`config.mk`:
```
export PLATFORM = sky130hd
export DESIGN_NAME = ctr_event_cam
export DESIGN_NICKNAME = d
export VERILOG_FILES = /design/src/hdl/ctr_pkg.sv /design/src/hdl/sync_bus_if.sv /design/src/hdl/phase_sync.sv /design/src/hdl/ctr_event_cam.sv
export SDC_FILE = /design/constraint.sdc
export NUM_CORES = 2
export LEC_CHECK = 0
export BUFFER_PORTS_ARGS = -buffer_cell sky130_fd_sc_hd__buf_2
export CELL_PAD_IN_SITES_DETAIL_PLACEMENT = 0
export CELL_PAD_IN_SITES_GLOBAL_PLACEMENT = 1
export CORE_UTILIZATION = 50
export DETAILED_ROUTE_END_ITERATION = 6
export PLACE_DENSITY_LB_ADDON = 0.1
export SETUP_SLACK_MARGIN = 0.3
export SYNTH_ARGS = -nofsm -noshare
export SYNTH_HDL_FRONTEND = slang
export SYNTH_SLANG_ARGS = --single-unit
```
`constraint.sdc`:
```
create_clock -name clk -period 6.55 [get_ports clk]
set_input_delay 0.3275 -clock clk [delete_from_list [all_inputs] [get_ports clk]]
set_output_delay 0.3275 -clock clk [all_outputs]
set_load 0.02 [all_outputs]
```
`src/hdl/ctr_pkg.sv`:
```
// Purpose: shared constants and types of the counter event / cam unit
// Assumes: one 50 MHz clock, register port with one-cycle read latency
// Notes:   offsets are byte addresses on the plain register port
`default_nettype none
package ctr_pkg;
    localparam int          CLK_HZ       = 50_000_000;
    localparam int          ADDR_W       = 8;
    localparam int          DATA_W       = 32;
    localparam int          MAX_STEPS    = 16;
    // register offsets
    localparam logic [7:0]  OFS_EVT_CFG  = 8'h00;
    localparam logic [7:0]  OFS_CAM_CFG  = 8'h04;
    localparam logic [7:0]  OFS_COUNT    = 8'h08;
    localparam logic [7:0]  OFS_STATUS   = 8'h0C;
    localparam logic [7:0]  OFS_STEP0    = 8'h40;
    // event config fields: per event, [1:0] source/condition
    localparam int          EVT_SEL_POS  = 0;
    localparam int          EVT_CND_POS  = 1;
    localparam int          EVT_ENA_POS  = 2;
    localparam int          EVT_FLD_W    = 4;
    localparam int          EVT_UD_POS   = 8;
    // cam config fields
    localparam int          CAM_INIT_POS = 0;
    localparam int          CAM_ENA_POS  = 1;
    localparam int          CAM_NUM_POS  = 8;
    localparam int          CAM_NUM_W    = 5;
    localparam logic [31:0] EVT_CFG_RST  = 32'h0000_0000;
    localparam logic [31:0] CAM_CFG_RST  = 32'h0000_0000;
    // variant selection
    typedef enum logic [0:0] {WIDTH_16, WIDTH_32} width_variant_t;
endpackage
`default_nettype wire

```
`src/hdl/sync_bus_if.sv`:
```
// Purpose: carries synchronised phase levels and their qualified edges
// Assumes: produced and consumed on clk
// Notes:   rise/fall are one-cycle pulses
`default_nettype none
interface sync_bus_if;
    logic [1:0] level;   // filtered phase levels, bit0 = A, bit1 = B
    logic [1:0] rise;    // one-cycle rising edge pulses
    logic [1:0] fall;    // one-cycle falling edge pulses
    modport src (output level, rise, fall);
    modport dst (input  level, rise, fall);
endinterface
`default_nettype wire

```
`src/hdl/phase_sync.sv`:
```
// Purpose: three-stage synchroniser and edge finder for both phase pins
// Assumes: pins are asynchronous to clk
// Notes:   a change counts once stages two and three agree
`default_nettype none
module phase_sync (
    input  wire logic  clk,     // module clock
    input  wire logic  arst_n,  // async reset, active low
    input  wire logic [1:0] pin, // raw phase pins
    sync_bus_if.src    sb       // synchronised outputs
);
    typedef struct packed {
        logic [1:0] s1;
        logic [1:0] s2;
        logic [1:0] s3;
        logic [1:0] lvl;
        logic [1:0] rise;
        logic [1:0] fall;
    } state_t;
    state_t q, d;

    // --------------------------------------------------------------
    // next state
    // --------------------------------------------------------------
    always_comb begin
        d      = q;
        d.s1   = pin;
        d.s2   = q.s1;   // first stage read only here
        d.s3   = q.s2;
        d.rise = 2'b00;
        d.fall = 2'b00;
        for (int i = 0; i < 2; i++) begin
            // accept a new level only when stages two and three agree
            if (q.s2[i] == q.s3[i] && q.s3[i] != q.lvl[i]) begin
                d.lvl[i]  = q.s3[i];
                d.rise[i] = q.s3[i];
                d.fall[i] = ~q.s3[i];
            end
        end
    end

    // registers
    always_ff @(posedge clk or negedge arst_n) begin
        if (!arst_n) begin
            q <= '0;
        end else begin
            q <= d;
        end
    end

    assign sb.level = q.lvl;
    assign sb.rise  = q.rise;
    assign sb.fall  = q.fall;
endmodule // phase_sync
`default_nettype wire

```
`src/hdl/ctr_event_cam.sv`:
```
// Purpose: counter unit with event generation and cam-switch output
// Assumes: pins asynchronous; register port one-cycle read latency
// Notes:   VARIANT selects 16-bit (events) or 32-bit (cam) build
//
// Behaviour
// - one unit offers at most two generated event outputs
// - event generation exists only in the 16-bit variant
// - each event detects rising edge or high level of phase A or B
// - edge mode: event pulses high then low on each input rise
// - level mode: event follows the input level high and low
// - event outputs are ports that feed other counter units
// - cam output exists only in the 32-bit variant
// - below first threshold the cam output holds a set initial level
// - step total enables thresholds zero to total minus one
// - each enabled step holds its own count threshold
// - cam output inverts each time the count reaches a threshold
// - counter adds one per count-up pulse unless a down pulse comes in the same cycle
// - detector makes up and down pulses from the two phases
`default_nettype none
module ctr_event_cam
    import ctr_pkg::*;
#(
    parameter ctr_pkg::width_variant_t VARIANT = ctr_pkg::WIDTH_32,
    parameter int                      STEPS   = ctr_pkg::MAX_STEPS
) (
    input  wire logic                      clk,       // 50 MHz clock
    input  wire logic                      arst_n,    // async reset, low
    input  wire logic [1:0]                phase_in,  // field pins A, B
    input  wire logic [ctr_pkg::ADDR_W-1:0] addr,     // register address
    input  wire logic [ctr_pkg::DATA_W-1:0] wdata,    // write data
    input  wire logic                      wr,        // write strobe
    input  wire logic                      rd,        // read strobe
    output logic      [ctr_pkg::DATA_W-1:0] rdata,    // read data
    output logic      [1:0]                event_out, // events 0 and 1
    output logic                           cam_out    // cam switch pin
);
    import ctr_pkg::*;

    localparam int CNT_W = (VARIANT == WIDTH_16) ? 16 : 32;
    localparam bit HAS_EVT = (VARIANT == WIDTH_16);
    localparam bit HAS_CAM = (VARIANT == WIDTH_32);

    // --------------------------------------------------------------
    // synchronised phase inputs
    // --------------------------------------------------------------
    sync_bus_if sb ();

    phase_sync u_sync (
        .clk    (clk),
        .arst_n (arst_n),
        .pin    (phase_in),
        .sb     (sb)
    );

    // --------------------------------------------------------------
    // state
    // --------------------------------------------------------------
    typedef struct packed {
        logic [31:0]              evt_cfg;
        logic [31:0]              cam_cfg;
        logic [STEPS-1:0][31:0]   step_thr;
        logic [31:0]              count;
        logic [CAM_NUM_W-1:0]     step_idx;
        logic                     cam;
        logic [1:0]               evt;
        logic [31:0]              rdata;
    } state_t;
    state_t q, d;

    // step total, clamped to the number of built steps
    function automatic logic [CAM_NUM_W-1:0] step_total(
        input logic [31:0] cfg);
        logic [CAM_NUM_W-1:0] n;
        n = cfg[CAM_NUM_POS +: CAM_NUM_W];
        if (n > CAM_NUM_W'(STEPS)) begin
            n = CAM_NUM_W'(STEPS);
        end
        return n;
    endfunction

    // one event field: selected phase, edge or level
    function automatic logic evt_hit(input logic [3:0] f,
                                     input logic [1:0] lvl,
                                     input logic [1:0] rise);
        logic src_b;
        src_b = f[EVT_SEL_POS];
        if (!f[EVT_ENA_POS]) begin
            return 1'b0;
        end
        if (f[EVT_CND_POS]) begin
            return src_b ? lvl[1] : lvl[0];
        end
        return src_b ? rise[1] : rise[0];
    endfunction

    logic                 cnt_up;
    logic                 cnt_dn;
    logic [CAM_NUM_W-1:0] enabled_step_total;
    logic                 ud_mode;

    // --------------------------------------------------------------
    // next state
    // --------------------------------------------------------------
    always_comb begin
        d = q;
        enabled_step_total = step_total(q.cam_cfg);
        ud_mode = q.evt_cfg[EVT_UD_POS];

        // up pulse from phase A rise, down from phase B rise
        cnt_up = ud_mode && sb.rise[0];
        cnt_dn = ud_mode && sb.rise[1];

        // events only built in 16-bit variant, two of them
        for (int e = 0; e < 2; e++) begin
            d.evt[e] = HAS_EVT &&
                evt_hit(q.evt_cfg[e*EVT_FLD_W +: EVT_FLD_W],
                        sb.level, sb.rise);
        end

        // counter: one per pulse; both at once cancel
        if (cnt_up && !cnt_dn) begin
            d.count = q.count + 32'h0000_0001;
        end else if (cnt_dn && !cnt_up) begin
            d.count = q.count - 32'h0000_0001;
        end
        if (CNT_W == 16) begin
            d.count[31:16] = 16'h0000;
        end

        // cam: walk the thresholds as the count crosses them
        if (HAS_CAM && q.cam_cfg[CAM_ENA_POS]) begin
            if (q.step_idx < enabled_step_total &&
                d.count >= q.step_thr[q.step_idx]) begin
                d.step_idx = q.step_idx + 1'b1;
                d.cam      = ~q.cam;
            end else if (q.step_idx != '0 &&
                d.count < q.step_thr[q.step_idx - 1'b1]) begin
                // counting down back through a threshold undoes it
                d.step_idx = q.step_idx - 1'b1;
                d.cam      = ~q.cam;
            end
        end else begin
            d.step_idx = '0;
            d.cam      = HAS_CAM & q.cam_cfg[CAM_INIT_POS];
        end

        // register writes
        if (wr) begin
            case (addr)
                OFS_EVT_CFG: d.evt_cfg = wdata;
                OFS_CAM_CFG: begin
                    d.cam_cfg  = wdata;
                    d.step_idx = '0;           // restart the cam walk
                    d.cam      = HAS_CAM & wdata[CAM_INIT_POS];
                end
                OFS_COUNT: begin
                    d.count    = wdata;
                    d.step_idx = '0;
                    d.cam      = HAS_CAM & q.cam_cfg[CAM_INIT_POS];
                end
                default: begin
                    for (int s = 0; s < STEPS; s++) begin
                        if (addr == ADDR_W'(OFS_STEP0 + 4 * s)) begin
                            d.step_thr[s] = wdata;
                        end
                    end
                end
            endcase
        end

        // register reads: data in the next cycle only
        d.rdata = '0;
        if (rd) begin
            case (addr)
                OFS_EVT_CFG: d.rdata = q.evt_cfg;
                OFS_CAM_CFG: d.rdata = q.cam_cfg;
                OFS_COUNT:   d.rdata = q.count;
                OFS_STATUS:  d.rdata = {24'h00_0000, q.step_idx,
                                        q.evt, q.cam};
                default: begin
                    for (int s = 0; s < STEPS; s++) begin
                        if (addr == ADDR_W'(OFS_STEP0 + 4 * s)) begin
                            d.rdata = q.step_thr[s];
                        end
                    end
                end
            endcase
        end
    end

    // registers; state cleared to defaults on reset
    always_ff @(posedge clk or negedge arst_n) begin
        if (!arst_n) begin
            q         <= '0;
            q.evt_cfg <= EVT_CFG_RST;
            q.cam_cfg <= CAM_CFG_RST;
        end else begin
            q <= d;
        end
    end

    // outputs straight from flops; events feed other units
    assign rdata     = q.rdata;
    assign event_out = q.evt;
    assign cam_out   = q.cam;
endmodule // ctr_event_cam
`default_nettype wire

```
After elaboration in Yosys (flattened, before gate mapping)
Index checks and enable logic that the tools add are counted.
{ "totals": {"ff_bits": 656, "latchBits": 0, "ramBits": 0, "rom_bits": 0, "in_bits": 46, "elab_cells": 127, "n_memories": 0} }
{ "op_classes": {"addsub": 4, "n_mul": 0, "div_mod_pow": 0, "n_lt_le_gt_ge": 6, "eq_ne": 23, "shift": 0, "muxes": 33, "n_bitwise": 2, "reduce_logical": 31} }
{ "op_table": {"columns": ["operator", "count"], "rows": [
  ["two-way mux 32 bit", 22],
  ["binary-select mux 32 bit (select 4 bit)", 2],
  ["== test 8 x 7 -> 1 bit (second input constant)", 16],
  ["one-hot mux 32 bit (4 select lines)", 1],
  ["AND reduction 3 bit", 16],
  ["two-way mux 38 bit", 1],
  ["adder 32 x 1 -> 32 bit (second input constant)", 1],
  [">= comparator 32 bit", 1],
  ["< comparator 32 bit", 1],
  ["subtractor 32 x 1 -> 32 bit (second input constant)", 1],
  ["two-way mux 6 bit", 3],
  ["== test 8 x 4 -> 1 bit (second input constant)", 2],
  ["one-hot mux 6 bit (2 select lines)", 1],
  ["< comparator 5 bit (second input constant)", 2],
  ["== test 8 x 3 -> 1 bit (second input constant)", 1],
  ["logical AND 1 bit", 8],
  ["logical NOT 8 bit", 1],
  ["adder 5 x 1 -> 5 bit (second input constant)", 1],
  ["greater-than comparator 5 bit (second input constant)", 1],
  ["< comparator 5 bit", 1],
  ["two-way mux 5 bit", 1],
  ["nonzero test 5 bit", 1],
  ["subtractor 5 x 1 -> 5 bit (second input constant)", 1],
  ["AND reduction 2 bit", 2],
  ["6 further kinds", 11]
]} }

Depth between registers and ports, before layout
{ "depth": {"ltp_word": 19, "ltp_mapped": 21, "mapped_depth_nobuf": 18} }

Modules after synthesis
A second synthesis with hierarchy kept.
{ "hier_totals": {"hier_cells": 2972, "hier_area_um2": 39201.3} }
{ "modules_own_cells": {"columns": ["module", "n_inst", "cells_each", "area_each_um2"], "rows": [
  ["ctr_event_cam", 1, 2948, 38798.5],
  ["phase_sync", 1, 24, 402.9]
]} }

Worst setup path after synthesis
OpenSTA, ideal clock, no wires.
{ "synth_timing": {"kind": "reg-to-reg", "start": "register q[36] (netlist bit)", "end": "register q[37] (netlist bit)", "setup_time_ps": 69, "arrival_ps": 5659, "t_required_ps": 6481, "slack_ps": 822, "path_stages_with_launch": 22, "n_path_buf": 7, "period_less_slack_ps": 5728, "path_cell_list": "dfrtp_1 > clkbuf_1 > clkbuf_1 > buf_1 > inv_1 > ha_1 > clkbuf_1 > clkbuf_1 > clkbuf_1 > clkbuf_1 > mux4_2 > mux4_2 > inv_1 > ha_1 > a2111oi_0 > o21ai_0 > o22ai_1 > o2111ai_1 > a41oi_1 > o32ai_1 > or4_1 > nand3_1"} }
{ "synth_rtl": {"columns": ["element", "line_no", "source"], "rows": [
  ["start, declared", "ctr_event_cam.sv:68", "state_t q, d;"]
]} }

==> results.py <==
metrics = {
    "setup_path": {
        "r2r_start": "q[47]",
        "path_class": "reg2reg",
        "crit_family": "simple AND/OR/NAND/NOR gates",
        "critPathLaunchType": "flop",
        "worstPathArrival_ps": 5970,
        "required_ps": 7060,
        "cp_slowest_stage_delay_ps": 770,
        "r2r_cells": 15,
        "crit_path_frequent_cell": "or4_4",
        "path_buf_inv": 0,
        "path_depth": 15,
        "r2r-end": "cam_out",
        "critPathMaxFanout": 9,
        "slowest_stage": "nor4_1",
        "worst_setup_path_end_kind": "flop",
        "cp_cell_sequence": "or4_4 -> or4_4 -> or4_1 -> o21a_1 -> a21oi_1 -> xor2_1 -> ha_1 -> nand3_1 -> nor4_1 -> nand2_1 -> o2111ai_1 -> a41oi_1 -> o32ai_1 -> a21boi_0 -> o31ai_1",
        "rrSetupSlack_ps": 1080,
    },
    "die": {
        "start_util_pct": 50.9,
        "rows": 101,
        "die_area_um2": 78900,
        "io_pins": 81,
        "core_area_um2": 76500,
        "die_h_um": 281,
        "die_w_um": 281,
    },
    "global_route": {
        "track_usage_pct": 38.5,
        "grt_overflow": 0,
        "grt_use_met2_pct": 55.6,
        "grt_pass1_vias": 29400,
        "antenna_found_initial": 8,
        "grt-busiest-layer": "met2",
        "use_met3_pct": 11.9,
        "grt_pass1_wl_um": 215000,
        "met1_usage_pct": 53.2,
        "grt_max_degree": 171,
    },
    "cts": {
        "cts_buffers": 75,
        "clockRootBuffer": "clkbuf_16",
        "cts_max_level": 3,
        "path_clk_slew_ps": 60,
        "clk_latency_ps": 630,
        "cts_resized": 0,
        "clockBufferDepth": 3,
        "cts_sinks": 656,
        "tritoncts": "yes",
    },
    "yosys": {
        "synth_top_cell_area_share_pct": 42.2,
        "synth_edf_count": 0,
        "synth_warnings": 0,
        "syn_inst": 2965,
        "ys_seq_area_share_pct": 42.2,
        "ys.flop_type": "dfrtp_1",
        "synth_area_um2": 38900,
        "synth-seq-cells": 656,
        "avgSynthCellArea_um2": 13.1,
        "synth.distinct_cells": 81,
        "yosysTopAreaCell": "dfrtp_1",
        "async_flop_share_pct": 100,
        "synthTopCellsByArea": "dfrtp_1 42%, mux4_2 19%, mux2_2 17%, ha_1 2.3%, a22oi_1 2.2%",
    },
    "routing": {
        "dr.first_iter.drc_count": 4477,
        "drt_wl_total_um": 150000,
        "drt_pre_antenna_iters": 7,
        "wire_per_inst_um": 37.5,
        "drc": 2,
        "vias": 29500,
        "via_per_inst": 7.39,
        "ant_nets": 0,
    },
    "hold_path": {
        "whs_path_depth": 3,
        "min_to": "q[40]",
        "hp-start": "wdata[0]",
        "hold_class": "in2reg",
    },
    "timing": {
        "finalCritPeriodShare_pct": 83.4,
        "slew_viol_final": 0,
        "setup_viol": 0,
        "tns_ps": 0,
        "finalHoldViolations": 0,
        "tightest_slew_ps": 1310,
        "period_needed_ps": 5470,
        "maxSlewHeadroom_pct": 12.5,
        "rsz0062_at_grt": "no",
        "final.setup_skew_ps": 21.1,
        "timing.fmax_mhz": 183,
        "setup_ws_ps": 1080,
    },
    "run_status": {
        "status": "finished, violations left",
        "violations": "DRC",
    },
    "pwr": {
        "power.density_nw_per_um2": 229,
        "leakage_nw": 18.5,
        "irDropWorstVdd_v": 0.000175,
    },
    "placed_design": {
        "io_buffers": 78,
        "dp_hpwl_um": 93800,
        "dp_slack_ps": 1310,
        "gp_congestion": 0.943,
    },
    "finish": {
        "num-nets-final": 3024,
        "fillers": 6232,
        "syn_to_final_growth_pct": 10.4,
        "drive_gt1_share_pct": 43.1,
    },
    "flow_run": {
        "cap_violations": 0,
    },
}
state kept, by name, indices dropped and copies added, names as in the netlist:
signal	flops
u_sync.q	2
u_sync.sb.rise	2
u_sync.sb.level	2
u_sync.d	4
cam_out	1
rdata	32
q	613
per-stage QoR:
| step | util (%) | instance area, µm² | hold slack (ps) | instances | power, mW |
|---|---|---|---|---|---|
| after floorplan | - | 38900 | 31.9 | 2966 | 5.15 |
| after global placement | 52.9 | 40400 | 256 | 3857 | 5.55 |
| after detailed placement | 52.9 | 40400 | 265 | 3857 | 5.58 |
| after CTS | 56.1 | 42900 | 123 | 3991 | 9.85 |
| after global routing | 56.1 | 42900 | 205 | 3991 | 10.1 |
| final | 56.1 | 42900 | 160 | 3994 | 9.82 |
final cells by class:
| class | instances | area [µm²] | area share [%] |
|---|---|---|---|
| Tap cell | 1030 | 1290 | 3.00 |
| Timing Repair Buffer | 191 | 1410 | 3.28 |
| Clock buffer | 106 | 2120 | 4.95 |
| Clock inverter | 25 | 323 | 0.752 |
| Sequential cell | 656 | 16400 | 38.3 |
| Inverter | 78 | 293 | 0.682 |
| Multi-Input combinational cell | 1905 | 21000 | 49.0 |
| Antenna cell | 3 | 7.51 | 0.0175 |
cells in the final DEF (no fill, tap or decap), types with 9 or more instances in the layout:
cell	count
a211oi_1	9
mux2_2	585
clkbuf_1	18
a222oi_1	38
buf_4	98
nor4_1	10
clkinv_2	11
a221oi_1	37
mux4_2	322
o211ai_1	11
nor2_1	45
a31oi_1	32
or3_1	12
xor2_1	15
inv_1	78
clkbuf_8	13
xnor2_1	16
nand4_1	16
dfrtp_1	652
nor2_4	21
clkbuf_16	75
o21ai_0	56
and3_1	11
a21oi_1	96
a22o_1	23
a22oi_1	114
mux2i_1	11
buf_2	77
ha_1	70
nand2_1	98
o22ai_1	23
nand3_1	51
buf_12	12
nor3_1	21
mux2_1	20
synthesized netlist by cell type (all sizes together), types with 13 or more instances:
cell and number:
a221oi 37, a222oi 38, o21ai 58, clkbuf 183, nand4 16, ha 71, inv 78, xor2 16
mux4 322, xnor2 17, nor3 29, dfrtp 656, a31oi 32, nand3 51, a21oi 97, a22o 23
nand2 103, o22ai 23, nor2 70, buf 144, a22oi 114, mux2 605, or3 13
metal layers:
| metal | routed length, µm | up-vias |
|---|---|---|
| met3 | 18500 | 433 |
| met2 | 64700 | 2133 |
| li1 | - | 11400 |
| met1 | 59100 | 15500 |
| met4 | 7460 | 8 |
| met5 | 46 | - |
where the power goes:
part	internal [mW]	total, mW	leakage, nW	switching, mW
Combinational	0.471	1.06	8.24	0.593
Clock	2.53	4.28	1.20	1.75
Sequential	4.25	4.48	9.02	0.230
timing repair:
item | in CTS | in global routing
hold buffers | 3 | 0
hold endpoints to repair | 49 | 0
setup buffers | 0 | 0
worst max-delay path by stage:
| stage | start | end |
|---|---|---|
| after floorplan | q[36] | q[37] |
| after global placement | q[47] | q[37] |
| after detailed placement | q[35] | cam_out |
| after CTS | q[47] | q[37] |
| after global routing | q[35] | cam_out |
| final | q[47] | cam_out |
cells by family (layout without fill, tap and decap cells):
kind of cell / after synthesis / count (layout) / synth area share, %
XOR/XNOR: 33 / 33 / 0.763
AND/OR/NAND/NOR: 358 / 358 / 4.68
adder cells (fa/ha/maj): 73 / 73 / 2.34
multiplexers: 938 / 938 / 36.4
buffers and inverters: 405 / 400 / 4.41
other: 1 / 5 / 0.00964
AO/OA/AOI/OAI: 501 / 501 / 9.14
flip-flops: 656 / 656 / 42.2
worst min-delay path: cells and delay by family:
kind | cells | cell delay [ps]
simple gates | 1 | 140
compound gates | 1 | 40
buf+inv | 1 | 220
No activity file was read; power rests on OpenSTA's default activity.
